--- src/core/ppsc_pkg.sv ---
// Package for the process-port and sync/latch configuration block.
// Assumes an 8-bit register port with byte offsets as the register index.
package ppsc_pkg;
	localparam logic [11:0] ADDR_HOST_PORT_CFG = 12'h150;
	localparam logic [11:0] ADDR_SYNC_LATCH_CFG = 12'h151;
	localparam logic [11:0] ADDR_IFACE_CTRL = 12'h140;
	localparam logic [11:0] ADDR_EVENT_REQ = 12'h220;
	localparam logic [7:0] RST_HOST_PORT_CFG = 8'h00;
	localparam logic [7:0] RST_SYNC_LATCH_CFG = 8'h00;
	localparam logic [7:0] RST_IFACE_CTRL = 8'h00;
	localparam logic [7:0] MODE_DIGITAL_IO = 8'h04;
	localparam logic [7:0] MODE_HBUS_FIRST = 8'h88;
	localparam logic [7:0] MODE_HBUS_LAST = 8'h8d;
	localparam logic [1:0] OSEL_END_FRAME = 2'h0;
	localparam logic [1:0] OSEL_FIRST_SYNC = 2'h2;
	localparam logic [1:0] OSEL_SECOND_SYNC = 2'h3;
	localparam logic [1:0] ISEL_START_FRAME = 2'h0;
	localparam logic [1:0] ISEL_LATCH_EDGE = 2'h1;
	localparam logic [1:0] ISEL_FIRST_SYNC = 2'h2;
	localparam logic [1:0] ISEL_SECOND_SYNC = 2'h3;
	localparam logic [1:0] DRV_PP_LOW = 2'h0;
	localparam logic [1:0] DRV_OD_LOW = 2'h1;
	localparam logic [1:0] DRV_PP_HIGH = 2'h2;
	localparam logic [1:0] DRV_OS_HIGH = 2'h3;
	localparam int EVREQ_FIRST_SYNC_BIT = 2;
	localparam int EVREQ_SECOND_SYNC_BIT = 3;

	typedef struct packed {
		logic [1:0] out_sel;
		logic [1:0] in_sel;
		logic       wd_deferred;
		logic       bidir;
		logic       valid_is_wd;
		logic       valid_low;
	} ppsc_dio_cfg_t;

	typedef struct packed {
		logic       ale_cs_qual;
		logic       dir_enable;
		logic       cs_high;
		logic       rd_high;
		logic       wr_high;
		logic       ale_high;
		logic [1:0] reserved;
	} ppsc_hbus_cfg_t;

	typedef struct packed {
		logic       second_map;
		logic       second_is_sync;
		logic [1:0] second_drv;
		logic       first_map;
		logic       first_is_sync;
		logic [1:0] first_drv;
	} ppsc_sync_cfg_t;

	typedef struct packed {
		logic out;
		logic oe_n;
	} ppsc_pin_t;
endpackage

--- src/core/ppsc_sync_pin.sv ---
// Driver for one sync output pin with selectable drive style.
// Assumes the pad combines out and oe_n; oe_n low means driving.
`timescale 1ns/1ps
`default_nettype none
module ppsc_sync_pin (
	input  wire logic                 mclk_i,
	input  wire logic                 rst_n_i,
	input  wire logic                 enable_i,
	input  wire logic [1:0]           drv_i,
	input  wire logic                 pulse_i,
	output var  ppsc_pkg::ppsc_pin_t  pin_o
);
	typedef struct packed {
		ppsc_pkg::ppsc_pin_t pin;
	} ppsc_pin_state_t;

	ppsc_pin_state_t state;
	ppsc_pin_state_t next_state;

	always_comb begin
		next_state = state;
		next_state.pin.out = 1'b0;
		next_state.pin.oe_n = 1'b1;
		if (enable_i) begin
			unique case (drv_i)
				ppsc_pkg::DRV_PP_LOW: begin
					next_state.pin.out = ~pulse_i;
					next_state.pin.oe_n = 1'b0;
				end
				ppsc_pkg::DRV_OD_LOW: begin
					next_state.pin.out = 1'b0;
					next_state.pin.oe_n = ~pulse_i;
				end
				ppsc_pkg::DRV_PP_HIGH: begin
					next_state.pin.out = pulse_i;
					next_state.pin.oe_n = 1'b0;
				end
				ppsc_pkg::DRV_OS_HIGH: begin
					next_state.pin.out = 1'b1;
					next_state.pin.oe_n = ~pulse_i;
				end
			endcase
		end
	end

	always_ff @(posedge mclk_i) begin
		if (!rst_n_i) begin
			state <= '{pin: '{out: 1'b0, oe_n: 1'b1}};
		end else begin
			state <= next_state;
		end
	end

	assign pin_o = state.pin;
endmodule
`default_nettype wire

--- src/core/ppsc_addr_latch.sv ---
// Address latch for the host bus port, polarity and select qualified.
// Assumes strobe and chip select are synchronous to mclk_i.
`timescale 1ns/1ps
`default_nettype none
module ppsc_addr_latch #(
	parameter int ADDR_W = 16
) (
	input  wire logic              mclk_i,
	input  wire logic              rst_n_i,
	input  wire logic              ale_high_pol_i,
	input  wire logic              cs_qual_i,
	input  wire logic              cs_active_i,
	input  wire logic              strobe_i,
	input  wire logic [ADDR_W-1:0] addr_i,
	output var  logic [ADDR_W-1:0] addr_o
);
	typedef struct packed {
		logic              strobe_q;
		logic [ADDR_W-1:0] addr;
	} ppsc_ale_state_t;

	ppsc_ale_state_t state;
	ppsc_ale_state_t next_state;
	logic            active;

	always_comb begin
		next_state = state;
		active = ale_high_pol_i ? strobe_i : ~strobe_i;
		next_state.strobe_q = active;
		// End of the active strobe saves the address in both senses
		if (state.strobe_q && !active && (!cs_qual_i || cs_active_i)) begin
			next_state.addr = addr_i;
		end
	end

	always_ff @(posedge mclk_i) begin
		if (!rst_n_i) begin
			state <= '0;
		end else begin
			state <= next_state;
		end
	end

	assign addr_o = state.addr;
endmodule
`default_nettype wire

--- src/core/ppsc_top.sv ---
// Process-port and sync/latch configuration block with its steered logic.
// Assumes one 40 MHz clock, synchronous pins and a loader for defaults.
`timescale 1ns/1ps
`default_nettype none
////////////////////////////////////////////////////////////////////////////////
// Summary of operation
// - Host port config bits mean different things in digital and host-bus modes.
// - Digital mode bits 7:6 pick output sample: frame end, sync one, sync two.
// - Digital bits 5:4 pick input sample: frame start, latch rise, sync events.
// - Bit 3: watchdog expiry resets outputs now, or at next output event.
// - Bit 2 chooses per-pin direction or bidirectional mode, which leaves all pins undriven.
// - Bit 1: valid strobe shows output events or watchdog trigger.
// - Host-bus bit 7 makes address latching depend on chip select.
// - Host-bus bit 6 picks separate strobes or direction plus enable.
// - Host-bus bit 5 sets chip select polarity.
// - Bit 4 sets read polarity, or direction sense in enable style.
// - Bit 3 sets write polarity, or enable polarity in enable style.
// - Bit 2 sets address strobe polarity and its capture edge.
// - Sync map bit 7 copies second sync into event request bit 3.
// - Sync map bit 3 copies first sync into event request bit 2.
// - Two-bit driver fields set push-pull, open drain or open source.
// - All fields reset to zero, or take loaded defaults.
// - Interface code 04h is digital, 88h to 8Dh host-bus.
module ppsc_top #(
	parameter int IO_W   = 16,
	parameter int ADDR_W = 16
) (
	input  wire logic               mclk_i,
	input  wire logic               rst_n_i,
	input  wire logic               load_i,
	input  wire logic [7:0]         load_iface_ctrl_i,
	input  wire logic [7:0]         load_host_port_cfg_i,
	input  wire logic [7:0]         load_sync_latch_cfg_i,
	input  wire logic [11:0]        reg_addr_i,
	input  wire logic [7:0]         reg_wdata_i,
	input  wire logic               reg_wr_i,
	input  wire logic               reg_rd_i,
	output var  logic [7:0]         reg_rdata_o,
	input  wire logic               frame_start_i,
	input  wire logic               frame_end_i,
	input  wire logic               first_sync_pulse_i,
	input  wire logic               second_sync_pulse_i,
	input  wire logic               first_latch_input_i,
	input  wire logic               second_latch_input_i,
	input  wire logic               latch_in_i,
	input  wire logic               watchdog_trigger_pulse_i,
	input  wire logic               watchdog_expired_i,
	input  wire logic [IO_W-1:0]    out_data_i,
	input  wire logic [IO_W-1:0]    pin_dir_out_i,
	input  wire logic [IO_W-1:0]    io_pin_i,
	output var  logic [IO_W-1:0]    io_pin_o,
	output var  logic [IO_W-1:0]    io_pin_oe_n_o,
	output var  logic [IO_W-1:0]    in_data_o,
	output var  logic               output_valid_strobe_o,
	output var  logic               first_sync_out_o,
	output var  logic               first_sync_oe_n_o,
	output var  logic               second_sync_out_o,
	output var  logic               second_sync_oe_n_o,
	output var  logic [1:0]         first_latch_o,
	output var  logic [1:0]         event_request_o,
	output var  logic               digital_mode_o,
	output var  logic               host_bus_mode_o,
	input  wire logic               hb_cs_i,
	input  wire logic               hb_rd_i,
	input  wire logic               hb_wr_i,
	input  wire logic               addr_latch_strobe_high_i,
	input  wire logic               addr_latch_strobe_low_i,
	input  wire logic [ADDR_W-1:0]  hb_addr_i,
	output var  logic               hb_read_o,
	output var  logic               hb_write_o,
	output var  logic [ADDR_W-1:0]  hb_addr_hi_o,
	output var  logic [ADDR_W-1:0]  hb_addr_lo_o
);
	////////////////////////////////////////////////////////////////////////////
	typedef struct packed {
		logic [7:0]      iface_ctrl;
		logic [7:0]      host_cfg;
		ppsc_pkg::ppsc_sync_cfg_t sync_cfg;
		logic [7:0]      rdata;
		logic            latch_q;
		logic            wd_pending;
		logic [IO_W-1:0] out_reg;
		logic [IO_W-1:0] in_reg;
		logic            valid;
		logic [1:0]      evreq;
		logic            dmode;
		logic            hmode;
		logic            hb_read;
		logic            hb_write;
		logic [1:0]      latch_seen;
		logic [IO_W-1:0] oe_n;
	} ppsc_state_t;

	ppsc_state_t              state;
	ppsc_state_t              next_state;
	ppsc_pkg::ppsc_dio_cfg_t  dio;
	ppsc_pkg::ppsc_hbus_cfg_t hbc;
	ppsc_pkg::ppsc_pin_t      first_pin;
	ppsc_pkg::ppsc_pin_t      second_pin;
	logic                     out_event;
	logic                     in_event;
	logic                     cs_active;
	logic                     rd_act;
	logic                     wr_act;

	function automatic logic is_host_bus(input logic [7:0] code);
		return (code >= ppsc_pkg::MODE_HBUS_FIRST) && (code <= ppsc_pkg::MODE_HBUS_LAST);
	endfunction

	assign dio = ppsc_pkg::ppsc_dio_cfg_t'(state.host_cfg);
	assign hbc = ppsc_pkg::ppsc_hbus_cfg_t'(state.host_cfg);

	////////////////////////////////////////////////////////////////////////////
	always_comb begin
		next_state = state;
		out_event = 1'b0;
		in_event = 1'b0;
		cs_active = 1'b0;
		rd_act = 1'b0;
		wr_act = 1'b0;
		// Register file is loaded only by the defaults loader
		if (load_i) begin
			next_state.iface_ctrl = load_iface_ctrl_i;
			next_state.host_cfg = load_host_port_cfg_i;
			next_state.sync_cfg = ppsc_pkg::ppsc_sync_cfg_t'(load_sync_latch_cfg_i);
		end
		next_state.rdata = 8'h00;
		if (reg_rd_i) begin
			unique case (reg_addr_i)
				ppsc_pkg::ADDR_IFACE_CTRL: next_state.rdata = state.iface_ctrl;
				ppsc_pkg::ADDR_HOST_PORT_CFG: next_state.rdata = state.host_cfg;
				ppsc_pkg::ADDR_SYNC_LATCH_CFG: next_state.rdata = state.sync_cfg;
				ppsc_pkg::ADDR_EVENT_REQ: next_state.rdata = {4'h0, state.evreq, 2'h0};
				default: next_state.rdata = 8'h00;
			endcase
		end
		next_state.dmode = (state.iface_ctrl == ppsc_pkg::MODE_DIGITAL_IO);
		next_state.hmode = is_host_bus(state.iface_ctrl);

		// Digital I/O mode
		unique case (dio.out_sel)
			ppsc_pkg::OSEL_END_FRAME: out_event = frame_end_i;
			ppsc_pkg::OSEL_FIRST_SYNC: out_event = first_sync_pulse_i;
			ppsc_pkg::OSEL_SECOND_SYNC: out_event = second_sync_pulse_i;
			default: out_event = 1'b0;
		endcase
		if (dio.valid_is_wd) begin
			out_event = watchdog_trigger_pulse_i;
		end
		next_state.latch_q = latch_in_i;
		unique case (dio.in_sel)
			ppsc_pkg::ISEL_START_FRAME: in_event = frame_start_i;
			ppsc_pkg::ISEL_LATCH_EDGE: in_event = latch_in_i && !state.latch_q;
			ppsc_pkg::ISEL_FIRST_SYNC: in_event = first_sync_pulse_i;
			ppsc_pkg::ISEL_SECOND_SYNC: in_event = second_sync_pulse_i;
		endcase
		next_state.valid = 1'b0;
		if (state.dmode) begin
			if (in_event) begin
				next_state.in_reg = io_pin_i;
			end
			if (watchdog_expired_i) begin
				next_state.wd_pending = 1'b1;
			end
			if (out_event) begin
				next_state.out_reg = out_data_i;
				next_state.valid = 1'b1;
			end
			// Expiry clears outputs now or defers to the output event
			if (watchdog_expired_i && !dio.wd_deferred) begin
				next_state.out_reg = '0;
				next_state.wd_pending = 1'b0;
			end else if (state.wd_pending && out_event) begin
				next_state.out_reg = '0;
				next_state.wd_pending = 1'b0;
			end
		end else begin
			next_state.wd_pending = 1'b0;
		end
		// Strobe pin level carries its polarity so the port comes from a flop
		next_state.valid = next_state.valid ^ dio.valid_low;
		// Bidirectional mode never drives; per-pin direction must be input there
		next_state.oe_n = (state.dmode && !dio.bidir) ? ~pin_dir_out_i : '1;

		// Host-bus modes
		cs_active = hbc.cs_high ? hb_cs_i : ~hb_cs_i;
		if (hbc.dir_enable) begin
			wr_act = cs_active && (hbc.wr_high ? hb_wr_i : ~hb_wr_i);
			rd_act = wr_act && (hbc.rd_high ? ~hb_rd_i : hb_rd_i);
			wr_act = wr_act && !rd_act;
		end else begin
			rd_act = cs_active && (hbc.rd_high ? hb_rd_i : ~hb_rd_i);
			wr_act = cs_active && (hbc.wr_high ? hb_wr_i : ~hb_wr_i);
		end
		next_state.hb_read = state.hmode && rd_act;
		next_state.hb_write = state.hmode && wr_act;

		// Sync mapping into event request bits; latch inputs seen when not sync
		next_state.evreq[0] = state.sync_cfg.first_map && first_sync_pulse_i;
		next_state.evreq[1] = state.sync_cfg.second_map && second_sync_pulse_i;
		next_state.latch_seen[0] = !state.sync_cfg.first_is_sync && first_latch_input_i;
		next_state.latch_seen[1] = !state.sync_cfg.second_is_sync && second_latch_input_i;
	end

	always_ff @(posedge mclk_i) begin
		if (!rst_n_i) begin
			state <= '0;
			state.oe_n <= '1;
		end else begin
			state <= next_state;
		end
	end

	////////////////////////////////////////////////////////////////////////////
	ppsc_sync_pin u_first_sync (
		.mclk_i   (mclk_i),
		.rst_n_i  (rst_n_i),
		.enable_i (state.sync_cfg.first_is_sync),
		.drv_i    (state.sync_cfg.first_drv),
		.pulse_i  (first_sync_pulse_i),
		.pin_o    (first_pin)
	);

	ppsc_sync_pin u_second_sync (
		.mclk_i   (mclk_i),
		.rst_n_i  (rst_n_i),
		.enable_i (state.sync_cfg.second_is_sync),
		.drv_i    (state.sync_cfg.second_drv),
		.pulse_i  (second_sync_pulse_i),
		.pin_o    (second_pin)
	);

	ppsc_addr_latch #(.ADDR_W(ADDR_W)) u_ale_hi (
		.mclk_i         (mclk_i),
		.rst_n_i        (rst_n_i),
		.ale_high_pol_i (hbc.ale_high),
		.cs_qual_i      (hbc.ale_cs_qual),
		.cs_active_i    (cs_active),
		.strobe_i       (addr_latch_strobe_high_i),
		.addr_i         (hb_addr_i),
		.addr_o         (hb_addr_hi_o)
	);

	ppsc_addr_latch #(.ADDR_W(ADDR_W)) u_ale_lo (
		.mclk_i         (mclk_i),
		.rst_n_i        (rst_n_i),
		.ale_high_pol_i (hbc.ale_high),
		.cs_qual_i      (hbc.ale_cs_qual),
		.cs_active_i    (cs_active),
		.strobe_i       (addr_latch_strobe_low_i),
		.addr_i         (hb_addr_i),
		.addr_o         (hb_addr_lo_o)
	);

	////////////////////////////////////////////////////////////////////////////
	assign io_pin_o = state.out_reg;
	assign io_pin_oe_n_o = state.oe_n;
	assign reg_rdata_o = state.rdata;
	assign in_data_o = state.in_reg;
	assign output_valid_strobe_o = state.valid;
	assign first_sync_out_o = first_pin.out;
	assign first_sync_oe_n_o = first_pin.oe_n;
	assign second_sync_out_o = second_pin.out;
	assign second_sync_oe_n_o = second_pin.oe_n;
	assign first_latch_o = state.latch_seen;
	assign event_request_o = state.evreq;
	assign digital_mode_o = state.dmode;
	assign host_bus_mode_o = state.hmode;
	assign hb_read_o = state.hb_read;
	assign hb_write_o = state.hb_write;
endmodule
`default_nettype wire

--- config.mk ---
export PLATFORM = sky130hd
export DESIGN_NAME = ppsc_top
export DESIGN_NICKNAME = d
export VERILOG_FILES = /design/src/core/ppsc_pkg.sv /design/src/core/ppsc_sync_pin.sv /design/src/core/ppsc_addr_latch.sv /design/src/core/ppsc_top.sv
export SDC_FILE = /design/constraint.sdc
export NUM_CORES = 1
export LEC_CHECK = 0
export BUFFER_PORTS_ARGS = -buffer_cell sky130_fd_sc_hd__buf_2
export CORE_MARGIN = 5
export CORE_UTILIZATION = 50
export CTS_BUF_LIST = sky130_fd_sc_hd__clkbuf_4 sky130_fd_sc_hd__clkbuf_8
export DETAILED_ROUTE_END_ITERATION = 7
export PLACE_DENSITY = 0.8
export RECOVER_POWER = 50
export SLEW_MARGIN = 0
export SYNTH_ARGS = -nofsm -noshare
export SYNTH_HDL_FRONTEND = slang
export SYNTH_SLANG_ARGS = --single-unit
--- constraint.sdc ---
create_clock -name mclk_i -period 4 [get_ports mclk_i]
set_input_delay 0.4 -clock mclk_i [delete_from_list [all_inputs] [get_ports mclk_i]]
set_output_delay 0.4 -clock mclk_i [all_outputs]
set_load 0.05 [all_outputs]
# After elaboration in Yosys (flattened, before gate mapping)
# Index checks and enable logic that the tools add are counted.
[classes]
reduce_logical = 41
muxes = 19
bitwise_logic = 11
n_lt_le_gt_ge = 2
eq_ne = 16
[op_table]
columns = ["operator", "count"]
rows = [
  ["$mux 16", 3],
  ["$eq 12x9->1 const B", 3],
  ["$pmux 8 s4", 1],
  ["$logic_and 1x1->1", 19],
  ["$eq 2x2->1 const B", 8],
  ["$not 16->16", 1],
  ["$pmux 2 s4", 2],
  ["$eq 12x10->1 const B", 1],
  ["$reduce_and 2->1", 6],
  ["$mux 1", 11],
  ["$logic_not 1->1", 9],
  ["$not 1->1", 9],
  ["$eq 8x3->1 const B", 1],
  ["$ge 8x8->1 const B", 1],
  ["$le 8x8->1 const B", 1],
  ["$logic_not 2->1", 4],
  ["$eq 2x1->1 const B", 3],
  ["$pmux 1 s4", 1],
  ["$reduce_or 4->1", 1],
  ["$pmux 1 s3", 1],
  ["$reduce_bool 3->1", 1],
  ["$logic_or 1x1->1", 1],
  ["$xor 1x1->1", 1],
]
[word_totals]
output_inout_bits = 101
elab_cells = 118
reg_bits = 129
input_bits = 127

# Longest topological paths before layout
# Gate-level depths: netlist of the first run.
[logic_depth]
depth_word = 8
depth_mapped = 6

# Hierarchy
# Synthesis of the first run repeated with hierarchy kept, for this count alone.
[unflattened]
hier_cells = 577
area_unflattened_um2 = 5592.9
[modules_own_cells]
columns = ["mod", "area_per_inst_um2", "cells_each", "instances", "seq_area_each_um2"]
rows = [
  ["ppsc_top", 3803.6, 377, 1, 1821.7],
  ["ppsc_addr_latch", 823.3, 92, 2, 340.3],
  ["ppsc_sync_pin", 71.3, 8, 2, 40.0],
]

# Least setup slack after synthesis of the first run
# No wires, ideal clock.
[synth_path]
kind = "input -> register"
from = "input latch_in_i"
to = "register state, in the netlist in_data_o[10]"
setup_slack_ns = 2.362
path_stages = 6
arrival_ns = 1.519
path_cell_list = "nor2b_1 -> mux4_2 -> and2_1 -> buf_2 -> buf_6 -> mux2i_1"
[synth_between]
elab_chain_cells = 3
[synth_rtl]
columns = ["item", "line", "text"]
rows = [
  ["from (decl)", "ppsc_top.sv:45", "input wire logic latch_in_i,"],
  ["$logic_and 1x1->1", "ppsc_top.sv:153", "ppsc_pkg::ISEL_LATCH_EDGE: in_event = latch_in_i && !state.latch_q;"],
  ["$pmux 1 s4", "ppsc_top.sv:151", "unique case (dio.in_sel)"],
  ["$reduce_and 2->1 (no source line)", "-", ""],
  ["to (signal assigned)", "ppsc_top.sv:210", "state <= next_state;"],
  ["to (decl)", "ppsc_top.sv:94", "ppsc_state_t state;"],
]
# Every way passes these cells.
# A chain may end at the register's enable or synchronous reset.

==> results of run 1 <==
[cell families after synthesis]
logic type,count (synthesis),synth area share
flops,129,0.4812
buf+inv,122,0.1553
xor+xnor,7,0.01142
mux,83,0.1571
compound gates,37,0.05642
simple gates,166,0.1385
[registers in the layout (all words and copies together) (netlist names), 8 cells and up]
| register | cells |
|---|---|
| io_pin_oe_n_o | 16 |
| dio | 8 |
| state | 18 |
| u_ale_hi.addr_o | 16 |
| io_pin_o | 16 |
| in_data_o | 16 |
| reg_rdata_o | 8 |
| u_ale_lo.addr_o | 16 |
[metal layers]
layer / part of all wire / vias up
met2: 0.48 / 178
met5: 0.0033 / -
li1: - / 1959
met4: 0.0090 / 6
met3: 0.11 / 16
met1: 0.40 / 1795
[final cells by class]
cell class,count,area share
timing repair buffer,219,0.1639
sequential,129,0.4181
inverter,5,0.003038
antenna,1,0.0004051
clock inverter,13,0.02998
clock buffer,19,0.04132
multi-input combinational,293,0.3158
tap,136,0.02755
[synth_stat cells, drive strengths merged (4+ instances only)]
| master | count |
|---|---|
| clkbuf | 14 |
| xor2 | 5 |
| and3 | 6 |
| nand3 | 4 |
| and2 | 10 |
| nor2 | 64 |
| dfxtp | 129 |
| a22o | 16 |
| o211ai | 4 |
| mux2i | 82 |
| nand2b | 4 |
| o21ai | 7 |
| buf | 103 |
| inv | 5 |
| nand2 | 65 |
[metrics by stage]
| step | instances | cell area (um2) |
|---|---|---|
| floorplan | 544 | 5366 |
| global placement | 782 | 5821 |
| detailed placement | 782 | 5821 |
| CTS | 814 | 6261 |
| global route | 814 | 6175 |
| finish | 815 | 6177 |
[path summary, 6_finish.rpt]
kind | endpoint | cells past startpoint | start
worst max-delay path | io_pin_o[0]$_SDFFE_PN0P_ | 4 | rst_n_i
worst min register to register | in_data_o[12]$_SDFFE_PN0P_ | 2 | in_data_o[12]$_SDFFE_PN0P_
worst max register to register | io_pin_o[0]$_SDFFE_PN0P_ | 4 | dio[7]$_SDFFE_PN0P_
worst min-delay path | io_pin_oe_n_o[7]$_SDFF_PN1_ | 2 | pin_dir_out_i[7]
[power groups by stage]
stage	clock (uW)	combinational, uW	sequential (uW)
after detailed placement	0	308	1380
after global placement	0	299	1380
after global routing	1310	331	1360
after floorplan	0	225	1380
final	1210	303	1350
after CTS	1230	309	1350
==> reports/results.ini, run 1 <==
[setup_path]
critPathTopFamily = buffers and inverters
critical_path.cell_chain = clkbuf_1 -> nand3_1 -> nor3b_4 -> a22o_1
reg2reg_slack_ns = 1.93
cp.arrival_ns = 3.09
worstSetupPathType = input port to flip-flop
crit_buf_inv = 1
critPathMaxStageDelay_ns = 1.40
crit_required_ns = 4.35
setup.worst_path.start_class = input port
crit_path_end_kind = flip-flop
path_max_fanout = 49
slowest_stage = clkbuf_1

[floorplanning]
die_w_um = 113.6
start_util = 0.5152
fp.dieH_um = 113.6
fp-row-count = 37
die_area_um2 = 12910
core_um2 = 10420
io_pins = 228

[final_layout]
drive_gt1_frac = 0.2788
seqCellArea_um2 = 2582
final_core_util = 0.5930
fillers = 921
syn_to_final_growth_pct = 15.11
final_cell_mix = buf_2 (149), dfxtp_1 (129), mux2i_1 (82)
final_nets = 792
multi_input_area_um2 = 1951
layout_commonest_cell = buf_2

[power_and_ir_drop]
p_leak_uw = 0.002829
p_comb_frac = 0.106
ir_drop_mv = 0.3851
power.internal_uw = 2141
power_frac_clock = 0.421
swShare = 0.2522
power_frac_seq = 0.473
p_switching_uw = 722.3
powerDensity_nw_per_um2 = 463.6
p_total_uw = 2864

[timing]
fin_ws_ns = 1.262
rsz0062_at_grt = no
max_slew_margin = -0.3385
skew_ns = 0.008965
slew_violations = 50
holdWs_ns = 0.1346
final-setup-viol-count = 0
final.min_clock_period_ns = 2.738
fmax_ghz = 0.3653
hold_viol = 0
worstMarginPinSlew_ns = 2.008
fin_crit_sh = 0.6844
finalSetupTns_ns = 0

[cts]
tritoncts = built
cts.sinks = 129
path_clk_slew_ns = 0.07
postCtsSetupBuffers = 0
cts_buffer_depth = 2
cts_buffers = 17
clk_latency_ns = 0.42
post_cts_resized = 0
hold_buffers = 0
htree_levels = 4
cts_root_buf = clkbuf_8

[grt]
met2_usage = 0.3259
grt_pass1_vias = 4053
grt_max_degree = 60
grt_usage = 0.1923
grt_overflow = 0
grt-busiest-layer = met2
antenna_found_initial = 3
met3_usage = 0.09390
use_met1 = 0.2166
grt_pass1_wl_mm = 19.73

[drt]
viasPerCell = 4.852
drt-initial-drc-count = 181
drc = 0
vias = 3954
drt-total-wl_mm = 12.60
antenna_left = 0
wl_per_cell_um = 15.46
dr.pass1.iters = 4

[worst_hold_path]
holdCritPathClass = input port to flip-flop

[placement]
dp_slack_ns = 1.682
gp_congestion = 0.8252
io_buffers = 218
hpwl_mm = 9.610

[flow_run]
cap_violations = 1

[run_status]
status = finished, violations left
violations = capacitance limit, slew limit

[logic_synthesis]
yosysUniqueCellTypes = 39
synth_cells = 544
yosysTopAreaCell = dfxtp_1
async_flop_share = 0
synth_fp_nets = 671
netlist_area_um2 = 5366
synthFlopType = dfxtp_1
netlist.area_leader.share = 0.4812
synth_area_leaders = dfxtp_1 (48%), mux2i_1 (15%), buf_4 (13%)
ys.warnings.count = 0
ys_ff_latch = 129
syn_avg_cell_area_um2 = 9.865
synth_edf_count = 0
synth.yosys.seq_area_share = 0.4812

Note: power is estimated with default switching activity, not from simulation.
==> run 2, diff against run 1 <==
Settings changed: CORE_UTILIZATION 50 to 49, PLACE_DENSITY 0.8 to 0.79.
Clock period 4 ns to 2.9 ns, I/O delays scaled along.
==> reports/results.ini, run 2 (same netlist as run 1, synthesis figures left out) <==
[power_and_ir_drop]
ir_drop_mv = 0.3752  ; -2.6%
p_leak_uw = 0.002986  ; +5.6%
powerDensity_nw_per_um2 = 616.9  ; +33%
p_total_uw = 3924  ; +37%

[drt]
vias = 4043  ; +2.3%
viasPerCell = 4.830  ; -0.44%
antenna_left = 0  ; unchanged
drt-total-wl_mm = 12.95  ; +2.8%
dr.pass1.iters = 4  ; unchanged
drt-initial-drc-count = 189  ; +4.4%
wl_per_cell_um = 15.47  ; +0.11%
drc = 0  ; unchanged

[cts]
hold_buffers = 14  ; +14
tritoncts = built
post_cts_resized = 0  ; unchanged
path_clk_slew_ns = 0.07  ; about the same
cts_root_buf = clkbuf_8
cts_buffer_depth = 2  ; unchanged
htree_levels = 4  ; unchanged
cts.sinks = 129  ; unchanged
clk_latency_ns = 0.43  ; about the same
cts_buffers = 17  ; unchanged
postCtsSetupBuffers = 0  ; unchanged

[grt]
grt_max_degree = 59  ; -1.7%
grt_pass1_vias = 4059  ; +0.15%
grt_overflow = 0  ; unchanged
antenna_found_initial = 1  ; -2
grt_pass1_wl_mm = 19.67  ; -0.35%
grt_usage = 0.1922  ; about the same

[floorplanning]
fp-row-count = 38  ; +2.7%
fp.dieH_um = 114.7  ; +0.92%
die_w_um = 114.7  ; +0.92%
core_um2 = 10790  ; +3.6%
die_area_um2 = 13140  ; +1.9%
io_pins = 228  ; unchanged
start_util = 0.4972  ; -0.01798

[final_layout]
drive_gt1_frac = 0.2989  ; +0.02009
final_nets = 811  ; +2.4%
layout_commonest_cell = buf_2
regMostFlops = state
largest_reg_flops = 18  ; unchanged
fillers = 962  ; +4.5%
seqCellArea_um2 = 2582  ; unchanged
multi_input_area_um2 = 1944  ; -0.32%
final_area_um2 = 6361  ; +3.0%
final_cell_mix = buf_2 (167), dfxtp_1 (129), mux2i_1 (82)
syn_to_final_growth_pct = 18.54

[timing]
max_slew_margin = -0.1443  ; +0.1942
worstMarginPinSlew_ns = 1.716  ; -0.2913 ns
holdWs_ns = 0.04011  ; -0.09451 ns
skew_ns = 0.007556  ; -0.001409 ns
rsz0062_at_grt = no
final-setup-viol-count = 0  ; unchanged
slew_violations = 45  ; -10%
fmax_ghz = 0.4452
fin_crit_sh = 0.7745
final.min_clock_period_ns = 2.246
hold_viol = 0  ; unchanged
finalSetupTns_ns = 0  ; unchanged

[run_status]
status = finished, violations left
violations = capacitance limit, slew limit

[placement]
io_buffers = 218  ; unchanged
place_area_um2 = 5856  ; +0.60%
hpwl_mm = 9.618  ; about the same
gp_congestion = 0.7660  ; -7.2%

[setup_path]
cp.arrival_ns = 2.59  ; -0.50 ns
critPathMaxStageDelay_ns = 1.25  ; -0.15 ns
critical_path.cell_chain = buf_2 -> clkbuf_1 -> inv_2 -> or4_1 -> a211oi_1
crit_buf_inv = 3  ; +2
slowest_stage = clkbuf_1
crit_path_end_kind = flip-flop
worstSetupPathType = input port to flip-flop
setup.worst_path.start_class = input port
crit_required_ns = 3.24  ; -1.11 ns
critPathTopFamily = buffers and inverters
path_max_fanout = 44  ; -10%

[flow_run]
cap_violations = 1  ; unchanged

[worst_hold_path]
holdCritPathClass = input port to flip-flop

[run 2: path summary, 6_finish.rpt]
kind | end | slack, ns | startpoint | cells past startpoint
setup reg to reg | u_ale_hi.addr_o[11]$_SDFFE_PN0P_ | 0.94 | dio[5]$_SDFFE_PN0P_ | 4
hold reg to reg | in_data_o[0]$_SDFFE_PN0P_ | 0.46 | in_data_o[0]$_SDFFE_PN0P_ | 2
hold / removal | io_pin_oe_n_o[7]$_SDFF_PN1_ | 0.04 | pin_dir_out_i[7] | 2
setup / recovery | host_bus_mode_o$_SDFF_PN0_ | 0.65 | rst_n_i | 5
[run 2: area by class of cell]
| type | instances | share of cell area |
|---|---|---|
| Antenna cell | 1 | 0.0003934 |
| Clock buffer | 26 | 0.05134 |
| Clock inverter | 5 | 0.01574 |
| Inverter | 5 | 0.002950 |
| Tap cell | 140 | 0.02754 |
| Multi-Input combinational cell | 293 | 0.3057 |
| Sequential cell | 129 | 0.4060 |
| Timing Repair Buffer | 238 | 0.1904 |
[run 2: per-stage QoR]
step | instances | worst slack, ns | utilization
2_1_floorplan | 544 | 1.322 | -
3_3_place_gp | 790 | 1.005 | 0.5425
3_5_place_dp | 790 | 0.8990 | 0.5425
4_1_cts | 835 | 0.9120 | 0.5951
5_1_grt | 836 | 0.4382 | 0.5891
6_report | 837 | 0.6538 | 0.5894
[run 2: layer usage]
layer  wire, um  GRT usage
met1       5274     0.2096
met2       6219     0.3322
met3       1261    0.07875
met4        184    0.07363
met5         11          0
[run 2: where the power goes]
group | switching (uW) | leakage (uW) | internal [uW]
Sequential | 41.3 | 0.00105 | 1830
Clock | 634 | 0.000224 | 984
Combinational | 266 | 0.00171 | 175
